File: src/verilog/dcsw_pkg.sv
package dcsw_pkg;
	// control word bit positions
	localparam int CW_RAMP_STOP = 0;
	localparam int CW_COAST_STOP = 1;
	localparam int CW_QUICK_STOP = 2;
	localparam int CW_ENABLE_OP = 3;
	localparam int CW_RFG_ENABLE = 4;
	localparam int CW_RFG_RUN = 5;
	localparam int CW_SETPOINT_EN = 6;
	localparam int CW_FAULT_ACK = 7;
	localparam int CW_FIELDBUS_CTRL = 10;
	localparam int CW_REVERSE = 11;
	localparam int CW_POT_UP = 13;
	localparam int CW_POT_DOWN = 14;
	// status word bit positions
	localparam int SW_READY_TO_ON = 0;
	localparam int SW_READY = 1;
	localparam int SW_OP_ENABLED = 2;
	localparam int SW_FAULT = 3;
	localparam int SW_NO_COAST = 4;
	localparam int SW_NO_QUICK = 5;
	localparam int SW_ON_INHIBIT = 6;
	localparam int SW_ALARM = 7;
	localparam int SW_SPEED_TOL = 8;
	localparam int SW_MASTER_REQ = 9;
	localparam int SW_SPEED_REACHED = 10;
	localparam int SW_TORQUE_OK = 11;
	localparam int SW_RESERVED = 12;
	localparam int SW_MOTOR_TEMP_N = 13;
	localparam int SW_CLOCKWISE = 14;
	localparam int SW_INV_TEMP_N = 15;
	// reset values and the fixed reserved status bit value
	localparam logic [15:0] CTRL_RESET = 16'h0000;
	localparam logic SW_RESERVED_VALUE = 1'b0;
	localparam logic [15:0] SETPOINT_RESET = 16'h0000;

	// drive sequencer states
	typedef enum logic [4:0] {
		ST_INIT = 5'h01,
		ST_INHIBIT = 5'h02,
		ST_READY_ON = 5'h04,
		ST_READY = 5'h08,
		ST_RUN = 5'h10
	} dcsw_state_type;

	// ramp generator mode
	typedef enum logic [1:0] {
		RM_TRACK = 2'h0,
		RM_ZERO = 2'h1,
		RM_HOLD = 2'h2
	} dcsw_ramp_mode_type;

	// decoded commands
	typedef struct packed {
		logic ramp_stop;
		logic coast_stop;
		logic quick_stop;
		logic enable_op;
		logic setpoint_en;
		logic reverse;
		logic pot_up;
		logic pot_down;
		dcsw_ramp_mode_type ramp_mode;
	} dcsw_cmd_type;

	// monitored drive conditions
	typedef struct packed {
		logic fault;
		logic alarm;
		logic speed_tol;
		logic master_req;
		logic speed_reached;
		logic torque_ok;
		logic motor_overtemp;
		logic inverter_overload;
		logic speed_negative;
	} dcsw_cond_type;
endpackage : dcsw_pkg

File: src/verilog/dcsw_ctrl_decode.sv
`timescale 1ns/1ps
`default_nettype none
module dcsw_ctrl_decode (
	// word in
	input wire logic [15:0] word,
	// decoded
	output dcsw_pkg::dcsw_cmd_type cmd
);
	// control bits are active low for the stops
	wire logic rfg_zero = !word[dcsw_pkg::CW_RFG_ENABLE]; // [RQ6]
	wire logic rfg_hold = !word[dcsw_pkg::CW_RFG_RUN]; // [RQ6]
	// zero beats hold: a disabled generator cannot keep its value
	wire dcsw_pkg::dcsw_ramp_mode_type mode = rfg_zero ? dcsw_pkg::RM_ZERO :
		(rfg_hold ? dcsw_pkg::RM_HOLD : dcsw_pkg::RM_TRACK);

	assign cmd.ramp_stop = !word[dcsw_pkg::CW_RAMP_STOP]; // [RQ1]
	assign cmd.coast_stop = !word[dcsw_pkg::CW_COAST_STOP]; // [RQ3]
	assign cmd.quick_stop = !word[dcsw_pkg::CW_QUICK_STOP]; // [RQ4]
	assign cmd.enable_op = word[dcsw_pkg::CW_ENABLE_OP]; // [RQ5]
	assign cmd.setpoint_en = word[dcsw_pkg::CW_SETPOINT_EN]; // [RQ7]
	assign cmd.reverse = word[dcsw_pkg::CW_REVERSE]; // [RQ10]
	assign cmd.pot_up = word[dcsw_pkg::CW_POT_UP]; // [RQ11]
	assign cmd.pot_down = word[dcsw_pkg::CW_POT_DOWN]; // [RQ11]
	assign cmd.ramp_mode = mode;
endmodule : dcsw_ctrl_decode
`default_nettype wire

File: src/verilog/dcsw_status_pack.sv
`timescale 1ns/1ps
`default_nettype none
module dcsw_status_pack (
	// sequencer view
	input wire dcsw_pkg::dcsw_state_type state,
	input wire logic coast_active,
	input wire logic quick_active,
	input wire dcsw_pkg::dcsw_cond_type cond,
	// word out
	output logic [15:0] word
);
	always_comb begin
		word = 16'h0000;
		word[dcsw_pkg::SW_READY_TO_ON] = (state == dcsw_pkg::ST_READY_ON); // [RQ12]
		word[dcsw_pkg::SW_READY] = (state == dcsw_pkg::ST_READY) ||
			(state == dcsw_pkg::ST_RUN); // [RQ13]
		word[dcsw_pkg::SW_OP_ENABLED] = (state == dcsw_pkg::ST_RUN); // [RQ14]
		word[dcsw_pkg::SW_FAULT] = cond.fault; // [RQ15]
		word[dcsw_pkg::SW_NO_COAST] = !coast_active; // [RQ16]
		word[dcsw_pkg::SW_NO_QUICK] = !quick_active; // [RQ16]
		word[dcsw_pkg::SW_ON_INHIBIT] = (state == dcsw_pkg::ST_INHIBIT); // [RQ17]
		word[dcsw_pkg::SW_ALARM] = cond.alarm; // [RQ18]
		word[dcsw_pkg::SW_SPEED_TOL] = cond.speed_tol; // [RQ19]
		word[dcsw_pkg::SW_MASTER_REQ] = cond.master_req; // [RQ20]
		word[dcsw_pkg::SW_SPEED_REACHED] = cond.speed_reached; // [RQ19]
		word[dcsw_pkg::SW_TORQUE_OK] = cond.torque_ok; // [RQ19]
		word[dcsw_pkg::SW_RESERVED] = dcsw_pkg::SW_RESERVED_VALUE; // [RQ23]
		word[dcsw_pkg::SW_MOTOR_TEMP_N] = !cond.motor_overtemp; // [RQ21]
		word[dcsw_pkg::SW_CLOCKWISE] = !cond.speed_negative; // [RQ22]
		word[dcsw_pkg::SW_INV_TEMP_N] = !cond.inverter_overload; // [RQ21]
	end
endmodule : dcsw_status_pack
`default_nettype wire

File: src/verilog/dcsw_top.sv
// Summary of operation
// [RQ1] control bit 0 low: ramp down with normal time, drop drive at standstill.
// [RQ2] bit 0 rising: go ready; energize motor too if bit 3 set.
// [RQ3] control bit 1 low: drop drive at once, motor coasts.
// [RQ4] control bit 2 low: brake to standstill with quick-stop ramp time.
// [RQ5] control bit 3 low cancels pulses; high lets pulses be enabled.
// [RQ6] bit 4 low forces ramp output zero; bit 5 low freezes it.
// [RQ7] bit 6 low brakes with ramp-down time; high accelerates with ramp-up.
// [RQ8] bit 7 rising acknowledges faults; with on still set, go switch-on inhibited.
// [RQ9] bit 10 low ignores fieldbus process data; high accepts it.
// [RQ10] bit 11 set inverts the speed setpoint sign.
// [RQ11] bit 13 raises, bit 14 lowers the stored potentiometer setpoint.
// [RQ12] status bit 0: initialized, pulses locked, ready to switch on.
// [RQ13] status bit 1: switch-on given and no fault; waits for enable.
// [RQ14] status bit 2: operation enabled, motor follows setpoint.
// [RQ15] status bit 3: fault present; clears after acknowledge via bit 7.
// [RQ16] status bit 4: no coast stop; bit 5: no quick stop.
// [RQ17] status bit 6: switch-on inhibited; master must toggle switch-on.
// [RQ18] status bit 7: alarm present, motor stays on, no acknowledge.
// [RQ19] status bits 8, 10, 11: deviation ok, speed reached, torque below limit.
// [RQ20] status bit 9: requests master to take over control.
// [RQ21] status bits 13 and 15 low: motor overtemp, inverter overload.
// [RQ22] status bit 14: high for positive speed, low for negative.
// [RQ23] control bits 8, 9, 12, 15 ignored; status bit 12 fixed.
// [RQ24] levels act continuously; bits 0 and 7 edges against previous word.
`timescale 1ns/1ps
`default_nettype none
module dcsw_top #(
	parameter int WORD_W = 16,
	parameter int POT_STEP = 1
) (
	// clock and reset
	input wire logic clk,
	input wire logic sys_rst,
	// fieldbus process data
	input wire logic [WORD_W-1:0] ctrl_word,
	input wire logic ctrl_valid,
	input wire logic [WORD_W-1:0] speed_setpoint,
	// drive conditions
	input wire logic init_done,
	input wire logic fault_in,
	input wire logic alarm_in,
	input wire logic speed_tol_in,
	input wire logic master_req_in,
	input wire logic speed_reached_in,
	input wire logic torque_ok_in,
	input wire logic motor_overtemp_in,
	input wire logic inverter_overload_in,
	input wire logic speed_negative_in,
	input wire logic standstill_in,
	// ramp generator and power stage commands
	output logic pulse_enable,
	output logic ramp_down_active,
	output logic quick_stop_active,
	output logic ramp_up_active,
	output dcsw_pkg::dcsw_ramp_mode_type ramp_mode,
	output logic [WORD_W-1:0] setpoint_out,
	output logic [WORD_W-1:0] pot_setpoint,
	// status back to master
	output logic [15:0] drive_status_word,
	output logic [15:0] drive_control_word
);
	dcsw_pkg::dcsw_state_type state_reg, state_next;
	logic [15:0] ctrl_reg;
	logic [15:0] prev_reg;
	logic fault_reg;
	logic [WORD_W-1:0] pot_reg;
	logic [WORD_W-1:0] sp_reg;
	logic pulse_reg, rdown_reg, qstop_reg, rup_reg;
	dcsw_pkg::dcsw_ramp_mode_type mode_reg;
	logic [15:0] status_reg;

	dcsw_pkg::dcsw_cmd_type cmd;
	dcsw_pkg::dcsw_cond_type cond;
	wire logic [15:0] status_next;

	// only words with bit 10 set are taken as control data
	wire logic word_taken = ctrl_valid && ctrl_word[dcsw_pkg::CW_FIELDBUS_CTRL]; // [RQ9]
	// edges compare the new word with the previously taken one
	wire logic on_edge = word_taken && ctrl_word[dcsw_pkg::CW_RAMP_STOP] &&
		!prev_reg[dcsw_pkg::CW_RAMP_STOP]; // [RQ24] [RQ2]
	wire logic ack_edge = word_taken && ctrl_word[dcsw_pkg::CW_FAULT_ACK] &&
		!prev_reg[dcsw_pkg::CW_FAULT_ACK]; // [RQ24] [RQ8]
	// word as it stands after this cycle, so an edge sees its own enable bits
	wire logic [15:0] cur_word = word_taken ? ctrl_word : ctrl_reg;
	wire logic run_ok = !cmd.coast_stop && !cmd.quick_stop; // [RQ3] [RQ4]

	dcsw_ctrl_decode u_decode (
		.word(cur_word),
		.cmd(cmd)
	);

	assign cond.fault = fault_reg;
	assign cond.alarm = alarm_in;
	assign cond.speed_tol = speed_tol_in;
	assign cond.master_req = master_req_in;
	assign cond.speed_reached = speed_reached_in;
	assign cond.torque_ok = torque_ok_in;
	assign cond.motor_overtemp = motor_overtemp_in;
	assign cond.inverter_overload = inverter_overload_in;
	assign cond.speed_negative = speed_negative_in;

	dcsw_status_pack u_status (
		.state(state_next),
		.coast_active(cmd.coast_stop),
		.quick_active(cmd.quick_stop),
		.cond(cond),
		.word(status_next)
	);

	// pot arithmetic saturates at both ends
	function automatic logic [WORD_W-1:0] pot_step(input logic [WORD_W-1:0] v,
		input logic up, input logic dn);
		logic [WORD_W:0] s;
		s = {1'b0, v};
		pot_step = v;
		if (up && !dn) begin
			s = {1'b0, v} + (WORD_W+1)'(POT_STEP);
			pot_step = s[WORD_W] ? '1 : s[WORD_W-1:0];
		end else if (dn && !up) begin
			pot_step = (v < WORD_W'(POT_STEP)) ? '0 : v - WORD_W'(POT_STEP);
		end
	endfunction : pot_step

	// sequencer
	always_comb begin
		state_next = state_reg;
		case (state_reg)
			dcsw_pkg::ST_INIT: begin
				if (init_done)
					state_next = dcsw_pkg::ST_INHIBIT;
			end
			dcsw_pkg::ST_INHIBIT: begin
				// leave only after switch-on is taken away
				if (cmd.ramp_stop && run_ok)
					state_next = dcsw_pkg::ST_READY_ON; // [RQ17]
			end
			dcsw_pkg::ST_READY_ON: begin
				if (on_edge && run_ok && !fault_reg)
					state_next = cmd.enable_op ? dcsw_pkg::ST_RUN : dcsw_pkg::ST_READY; // [RQ2]
			end
			dcsw_pkg::ST_READY: begin
				if (cmd.enable_op)
					state_next = dcsw_pkg::ST_RUN; // [RQ13]
			end
			dcsw_pkg::ST_RUN: begin
				if (!cmd.enable_op)
					state_next = dcsw_pkg::ST_READY; // [RQ5]
			end
			default: state_next = dcsw_pkg::ST_INIT;
		endcase
		// coast stop overrides every state except ST_INIT; ramp and quick stop only ST_RUN or ST_READY at standstill
		if (state_reg != dcsw_pkg::ST_INIT) begin
			if (cmd.coast_stop)
				state_next = dcsw_pkg::ST_INHIBIT; // [RQ3]
			else if (fault_reg && !ack_edge)
				state_next = dcsw_pkg::ST_INHIBIT;
			else if (ack_edge && !cmd.ramp_stop)
				state_next = dcsw_pkg::ST_INHIBIT; // [RQ8]
			else if ((cmd.quick_stop || cmd.ramp_stop) && standstill_in &&
				(state_reg == dcsw_pkg::ST_RUN || state_reg == dcsw_pkg::ST_READY))
				state_next = cmd.quick_stop ? dcsw_pkg::ST_INHIBIT :
					dcsw_pkg::ST_READY_ON; // [RQ1] [RQ4]
		end
	end

	wire logic running = (state_next == dcsw_pkg::ST_RUN);
	// braking keeps pulses on until standstill
	wire logic braking = (state_reg == dcsw_pkg::ST_RUN) && !cmd.coast_stop &&
		cmd.enable_op && (cmd.ramp_stop || cmd.quick_stop) && !standstill_in;
	wire logic [WORD_W-1:0] signed_sp = cmd.reverse ? WORD_W'(-speed_setpoint) :
		speed_setpoint; // [RQ10]

	always_ff @(posedge clk or posedge sys_rst) begin
		if (sys_rst) begin
			state_reg <= dcsw_pkg::ST_INIT;
			ctrl_reg <= dcsw_pkg::CTRL_RESET;
			prev_reg <= dcsw_pkg::CTRL_RESET;
		end else begin
			state_reg <= state_next;
			if (word_taken) begin
				ctrl_reg <= ctrl_word; // [RQ23]
				prev_reg <= ctrl_word; // [RQ24]
			end
		end
	end

	// fault is sticky; a new fault beats the acknowledge
	always_ff @(posedge clk or posedge sys_rst) begin
		if (sys_rst)
			fault_reg <= 1'b0;
		else
			fault_reg <= fault_in || (fault_reg && !ack_edge); // [RQ15]
	end

	always_ff @(posedge clk or posedge sys_rst) begin
		if (sys_rst) begin
			pot_reg <= dcsw_pkg::SETPOINT_RESET;
			sp_reg <= dcsw_pkg::SETPOINT_RESET;
		end else begin
			pot_reg <= pot_step(pot_reg, cmd.pot_up, cmd.pot_down); // [RQ11]
			if (word_taken)
				sp_reg <= signed_sp; // [RQ9] [RQ10]
		end
	end

	always_ff @(posedge clk or posedge sys_rst) begin
		if (sys_rst) begin
			pulse_reg <= 1'b0;
			rdown_reg <= 1'b0;
			qstop_reg <= 1'b0;
			rup_reg <= 1'b0;
			mode_reg <= dcsw_pkg::RM_ZERO;
			status_reg <= 16'h0000;
		end else begin
			pulse_reg <= running || braking; // [RQ5] [RQ1]
			qstop_reg <= (running || braking) && cmd.quick_stop; // [RQ4]
			rdown_reg <= (running || braking) && !cmd.quick_stop &&
				(cmd.ramp_stop || !cmd.setpoint_en); // [RQ1] [RQ7]
			rup_reg <= running && !cmd.ramp_stop && !cmd.quick_stop &&
				cmd.setpoint_en; // [RQ7]
			mode_reg <= cmd.ramp_mode; // [RQ6]
			status_reg <= status_next; // [RQ12] [RQ16]
		end
	end

	assign pulse_enable = pulse_reg;
	assign ramp_down_active = rdown_reg;
	assign quick_stop_active = qstop_reg;
	assign ramp_up_active = rup_reg;
	assign ramp_mode = mode_reg;
	assign setpoint_out = sp_reg;
	assign pot_setpoint = pot_reg;
	assign drive_status_word = status_reg;
	assign drive_control_word = ctrl_reg;
endmodule : dcsw_top
`default_nettype wire

File: config.mk
export PLATFORM = sky130hd
export DESIGN_NAME = dcsw_top
export DESIGN_NICKNAME = d
export VERILOG_FILES = /design/src/verilog/dcsw_pkg.sv /design/src/verilog/dcsw_ctrl_decode.sv /design/src/verilog/dcsw_status_pack.sv /design/src/verilog/dcsw_top.sv
export SDC_FILE = /design/constraint.sdc
export NUM_CORES = 1
export LEC_CHECK = 0
export ABC_CLOCK_PERIOD_IN_PS = 5000
export BUFFER_PORTS_ARGS = -buffer_cell sky130_fd_sc_hd__buf_2
export CORE_MARGIN = 2
export CORE_UTILIZATION = 40
export DETAILED_ROUTE_END_ITERATION = 6
export PLACE_DENSITY_LB_ADDON = 0.25
export SLEW_MARGIN = 20
export SYNTH_ARGS = -nofsm -noshare
export SYNTH_HDL_FRONTEND = slang
export SYNTH_SLANG_ARGS = --single-unit
File: constraint.sdc
create_clock -name clk -period 5 [get_ports clk]
set_clock_uncertainty 0.05 [all_clocks]
set_input_delay 0 -clock clk [delete_from_list [all_inputs] [get_ports clk]]
set_output_delay 0 -clock clk [all_outputs]
set_load 0.02 [all_outputs]
=== After elaboration in Yosys (flattened, before gate mapping) ===
Cells that the tools add are included.
Widths: inputs -> output; s select.

* Mux-type cells: 21
* Shift operators: 0
* Equal/unequal tests: 10
* Bitwise gates (word level): 0
* Divide/modulo/power cells: 0
* $lt $le $gt $ge: 1
* Reduce and logical (&&, ||, !) cells: 45
* $add $sub $neg: 3
* Multipliers: 0

{| class="wikitable"
|+ Operators by type and width
! kind !! number
|-
| $mux 16 || 5
|-
| $mux 5 || 11
|-
| $logic_and 1x1->1 || 25
|-
| $pmux 5 s5 || 1
|-
| $add 16x1->17 const B || 1
|-
| $lt 16x1->1 const B || 1
|-
| $neg 16->16 || 1
|-
| $sub 16x1->16 const B || 1
|-
| $mux 15 || 1
|-
| $logic_not 1->1 || 13
|-
| $eq 5x2->1 const B || 2
|-
| $eq 5x3->1 const B || 2
|-
| $eq 5x4->1 const B || 2
|-
| $eq 5x5->1 const B || 2
|-
| $logic_or 1x1->1 || 6
|-
| $eq 5x1->1 const B || 1
|-
| $ne 5x1->1 const B || 1
|-
| $mux 2 || 2
|-
| $mux 3 || 1
|-
| $reduce_bool 2->1 || 1
|}

* Register bits after elaboration: 83
* Memories: 0
* ROM bits: 0
* Word-level logic and storage cells: 93
* Bits in latches: 0
* Input bits: 46
* Bits in writable memories: 0

=== Logic depth before layout (Yosys ltp) ===
* Word-level depth: 16
* Gate-level depth with buffers: 11
* Mapped depth without buffers: 8

=== Cells and area by module ===
Synthesis repeated with hierarchy kept, for this count alone.

* Cells, all modules: 447
* Area total of the unflattened synthesis: 4,232.8 um2

{| class="wikitable"
|+ By module, submodules not included
! module !! area each (um2) !! seq. area each (um2) !! times used !! cells each
|-
| dcsw_top || 4,031.4 || 1,954.4 || 1 || 417
|-
| dcsw_status_pack || 135.1 || 0.0 || 1 || 20
|-
| dcsw_ctrl_decode || 66.3 || 0.0 || 1 || 10
|}

=== Worst setup path before layout ===
No wires, ideal clock.

* Path type: input -> register
* Start: input ctrl_valid
* End: register pot_reg[6] (netlist: pot_setpoint[6])
* Arrival time: 2.161 ns
* Path buffers: 4
* Slack: 2.673 ns
* Library setup time: 0.116 ns
* Required time: 4.834 ns
* Stages on the path: 11
* Cell sequence: nand2_1 buf_2 buf_1 mux2_2 ha_1 clkbuf_1 a41o_1 buf_2 nor2_1 nand2_1 o311ai_0

{| class="wikitable"
|+ RTL lines
! element !! RTL line !! RTL
|-
| start: declaration || dcsw_top.sv:37 || <nowiki>input wire logic ctrl_valid,</nowiki>
|-
| end signal: assignment || dcsw_top.sv:198 || <nowiki>pot_reg <= dcsw_pkg::SETPOINT_RESET;</nowiki>
|-
| end signal: assignment || dcsw_top.sv:201 || <nowiki>pot_reg <= pot_step(pot_reg, cmd.pot_up, cmd.pot_down);</nowiki>
|-
| end: declaration || dcsw_top.sv:67 || <nowiki>logic [WORD_W-1:0] pot_reg;</nowiki>
|}

=== Final worst setup path ===
* Start: register ctrl_reg[14] (netlist: drive_control_word[14])
* End: register pot_reg[9] (netlist: pot_setpoint[9])

* Longest elaborated chain between the ends: 4

{| class="wikitable"
|+ Ends and longest elaborated chain
! element !! RTL line !! RTL
|-
| start: declaration || dcsw_top.sv:64 || <nowiki>logic [15:0] ctrl_reg;</nowiki>
|-
| start signal: assignment || dcsw_top.sv:177 || <nowiki>ctrl_reg <= dcsw_pkg::CTRL_RESET;</nowiki>
|-
| start signal: assignment || dcsw_top.sv:182 || <nowiki>ctrl_reg <= ctrl_word;</nowiki>
|-
| $mux 15 * || - ||
|-
| $logic_not 1->1 || dcsw_top.sv:117 || <nowiki>if (up && !dn) begin</nowiki>
|-
| $logic_and 1x1->1 || dcsw_top.sv:117 ||
|-
| $mux 16 or $reduce_bool 2->1 (tied branches) || - ||
|}

Mark *: on every way between the ends. The rest lies on a longest branch, timed or not.
A chain may end at the register's enable or synchronous reset.

==> impl_metrics.yaml <==
outcome:
  run_status: "finished clean"
pwr:
  power_frac_comb_pct: 33.2
  switching_power_mw: 0.834
  p_seq_share_pct: 42.1
  power.share.clock_pct: 24.7
  power_dens_cells_nw_per_um2: 393
  vdd_drop_max_mv: 0.223
  internal_power_mw: 1.24
  p_leak_nw: 2.38
  power.share.switching_pct: 40.3
drt:
  drt-wirelength-per-cell_um: 15.4
  detail-route-antenna-nets: 0
  vias_per_cell: 5.31
  detailroute.via_count: 3725
  detailedRoute.firstIterationViolations: 266
  drcViolationCount: 0
  first_pass_iters: 6
  routed_wirelength_mm: 10.8
worst_setup_path:
  capture_instance_of_the_worst_register_to_register_path: "pot_setpoint[9]"
  critPathMaxFanout: 20
  worst_setup_path_end_kind: "flop"
  r2r_cells: 7
  r2r_start: "drive_control_word[14]"
  setup.worst_path.start_class: "flop"
  crit_type: "reg2reg"
  critPathLaunch: "drive_control_word[14]"
  crit_required_ns: 5.24
  setup.reg_to_reg.worst_slack_ns: 2.04
  data_arrival_critical_path_ns: 3.20
timing:
  grt_setup_unrepaired: "false"
  hold_violations: 0
  fin_setup_tns_ns: 0
  layout_setup_ws_ns: 2.04
  tightest_hold_margin_ns: 0.0351
  setup_viol: 0
  period_share_pct: 59.2
  final-max-slew-violation-count: 0
  slew-limit-headroom_pct: 36.5
  clock.fmax_mhz: 338
  period_minus_slack_ns: 2.96
  tightest_slew_ns: 0.953
clock_tree:
  root_buffer: "clkbuf_8"
  htree_levels: 3
  cts_tree: "done"
  clock_insertion_delay_worst_skew_ns: 0.35
  clock_slew_at_the_register_clock_pins_of_the_worst_setup_and_hold_paths_ns: 0.08
  postCtsResizedCells: 0
  tritoncts_num_sinks: 74
  post_cts_buffers: 0
  max-clock-path-buffers: 2
  tritoncts.num_buffers: 9
logic_synthesis:
  synth.yosys.warnings: 0
  yosys-top-cells-count: "72 x dfrtp_1, 44 x nand2_1, 35 x o21ai_0"
  synth_cell_type_count: 68
  ys_async_sr_fraction_pct: 100
  synth_enable_flop_cells: 0
  netlist_top_cells_area: "dfrtp_1 44%, o21ai_0 4.3%, nand2_1 4.1%, xor2_1 3.2%, nor2_1 2.6%"
  yosysTopAreaCellShare_pct: 44.5
  synthCells: 426
  synth-seq-area-share_pct: 45.8
  postSynthAreaPerCell_um2: 9.51
  syn_nets: 476
  syn_area_um2: 4050
  dominant_cell_by_count_in_the_synthesized_netlist: "dfrtp_1"
  yosysTopAreaCell: "dfrtp_1"
  synth_ff_type: "dfrtp_1"
  postSynthRegisterBits: 74
place:
  io_buffer_count: 114
  preCtsSetupSlack_ns: 1.98
  gpl.final_weighted_congestion: 0.889
  dp.final_hpwl_mm: 7.13
hold_path:
  endpoint_of_the_worst_hold_timing_path: "drive_status_word[4]"
  hold_path.startpoint: "ctrl_word[1]"
  whs_path_depth: 3
  hp-class: "in2reg"
floorplanning:
  top_level_ports: 116
  die-area_um2: 11000
  core_area_um2: 9820
  die_w_um: 105
  die_extent_in_y_um: 105
  rows: 36
  start_util_pct: 41.3
cells_and_area:
  number_of_nets_at_the_end_of_the_flow: 613
  insertedDiodeCount: 0
  layout-area-overhead-vs-synth_pct: 30.0
  drive_gt1_share_pct: 28.3
  multiInputGateArea_um2: 1970
  n_fill_cell: 909
  sequential_cell_area_um2: 1850
global_routing:
  grt_antenna_before_repair: 0
  globalRouteOverflowTotal: 0
  first_pass_grt_wire_length_mm: 17.9
  number_of_global_route_vias_before_repair: 3589
  gr-usage-all-layers_pct: 20.0
  grt_start_max_net_pins: 75
flow_run:
  maxCapViolCount: 0
## power by group through the flow
stage | registers (mW) | clock network, mW | logic [mW]
2_1_floorplan | 0.893 | 0 | 0.448
3_3_place_gp | 0.877 | 0 | 0.655
3_5_place_dp | 0.879 | 0 | 0.664
4_1_cts | 0.868 | 0.530 | 0.690
5_1_grt | 0.896 | 0.561 | 0.754
6_report | 0.873 | 0.511 | 0.688
## worst max path at each step
stage                             endpoint  slack, ns
after floorplan            pot_setpoint[6]       2.67
after global placement     pot_setpoint[9]       2.12
after detailed placement   pot_setpoint[9]       1.98
after CTS                  pot_setpoint[9]       2.02
after global routing      pot_setpoint[15]       1.72
final                      pot_setpoint[9]       2.04
## metrics by stage
stage	total power [mW]	instance area [um^2]	util (%)	std cells
4_1_cts	2.09	5270	53.7	701
3_5_place_dp	1.54	4650	47.4	645
6_report	2.07	5270	53.7	701
2_1_floorplan	1.34	4050	-	426
5_1_grt	2.21	5270	53.7	701
3_3_place_gp	1.53	4650	47.4	645
## per-layer routing
layer	vias to the layer above	routed length, um	GRT usage (%)
li1	1809	-	-
met1	1748	4800	26.1
met2	153	5180	33.5
met3	15	661	3.93
met4	0	124	6.67
met5	-	0	0
## critical path, stage by stage, from the launching register on
cell and delay, ns:
dfrtp_1 0.38, mux2i_1 0.19, ha_1 0.66, clkinv_1 0.45, or3_1 0.55, o21bai_1 0.34
a221o_1 0.17, a22o_1 0.11
## layout make-up
class | instances | area share, %
timing repair buffer | 156 | 18.7
multi-input combinational | 301 | 37.3
inverter | 21 | 1.50
clock buffer | 9 | 2.35
clock inverter | 7 | 1.78
sequential | 74 | 35.2
tap | 133 | 3.16
## placed cells by master (no fill, tap or decap), drive strengths merged, types with 3 or more instances in the layout
master	count
o41ai	3
o211ai	4
xor2	15
a211oi	3
mux2i	7
a2bb2oi	3
a21oi	9
and3	4
ha	4
inv	20
or3	5
and2	4
nor3	10
nor4	14
xnor2	5
nand4	11
nand3	20
nand2	45
mux2	10
nand2b	4
a31oi	4
clkinv	4
o21ai	42
clkbuf	9
nand3b	3
nor2	28
o31ai	7
dlygate4sd3	40
dfrtp	72
buf	116
## logic make-up after synthesis
group	after synthesis	synth area share, %
buffers and inverters	51	5.71
other	1	0.0925
AOI/OAI and AO/OA	99	17.1
DFF	74	45.8
adders and majority gates	4	1.23
xor gates and xnor gates	20	4.32
and+or+nand+nor	160	21.2
muxes	17	4.60
## repair_timing
item | in CTS | in global routing
endpoints found under the hold margin | 113 | 0
hold buffers | 40 | 0
setup endpoints to repair | 0 | 0
No activity file was read; power rests on OpenSTA's default activity.
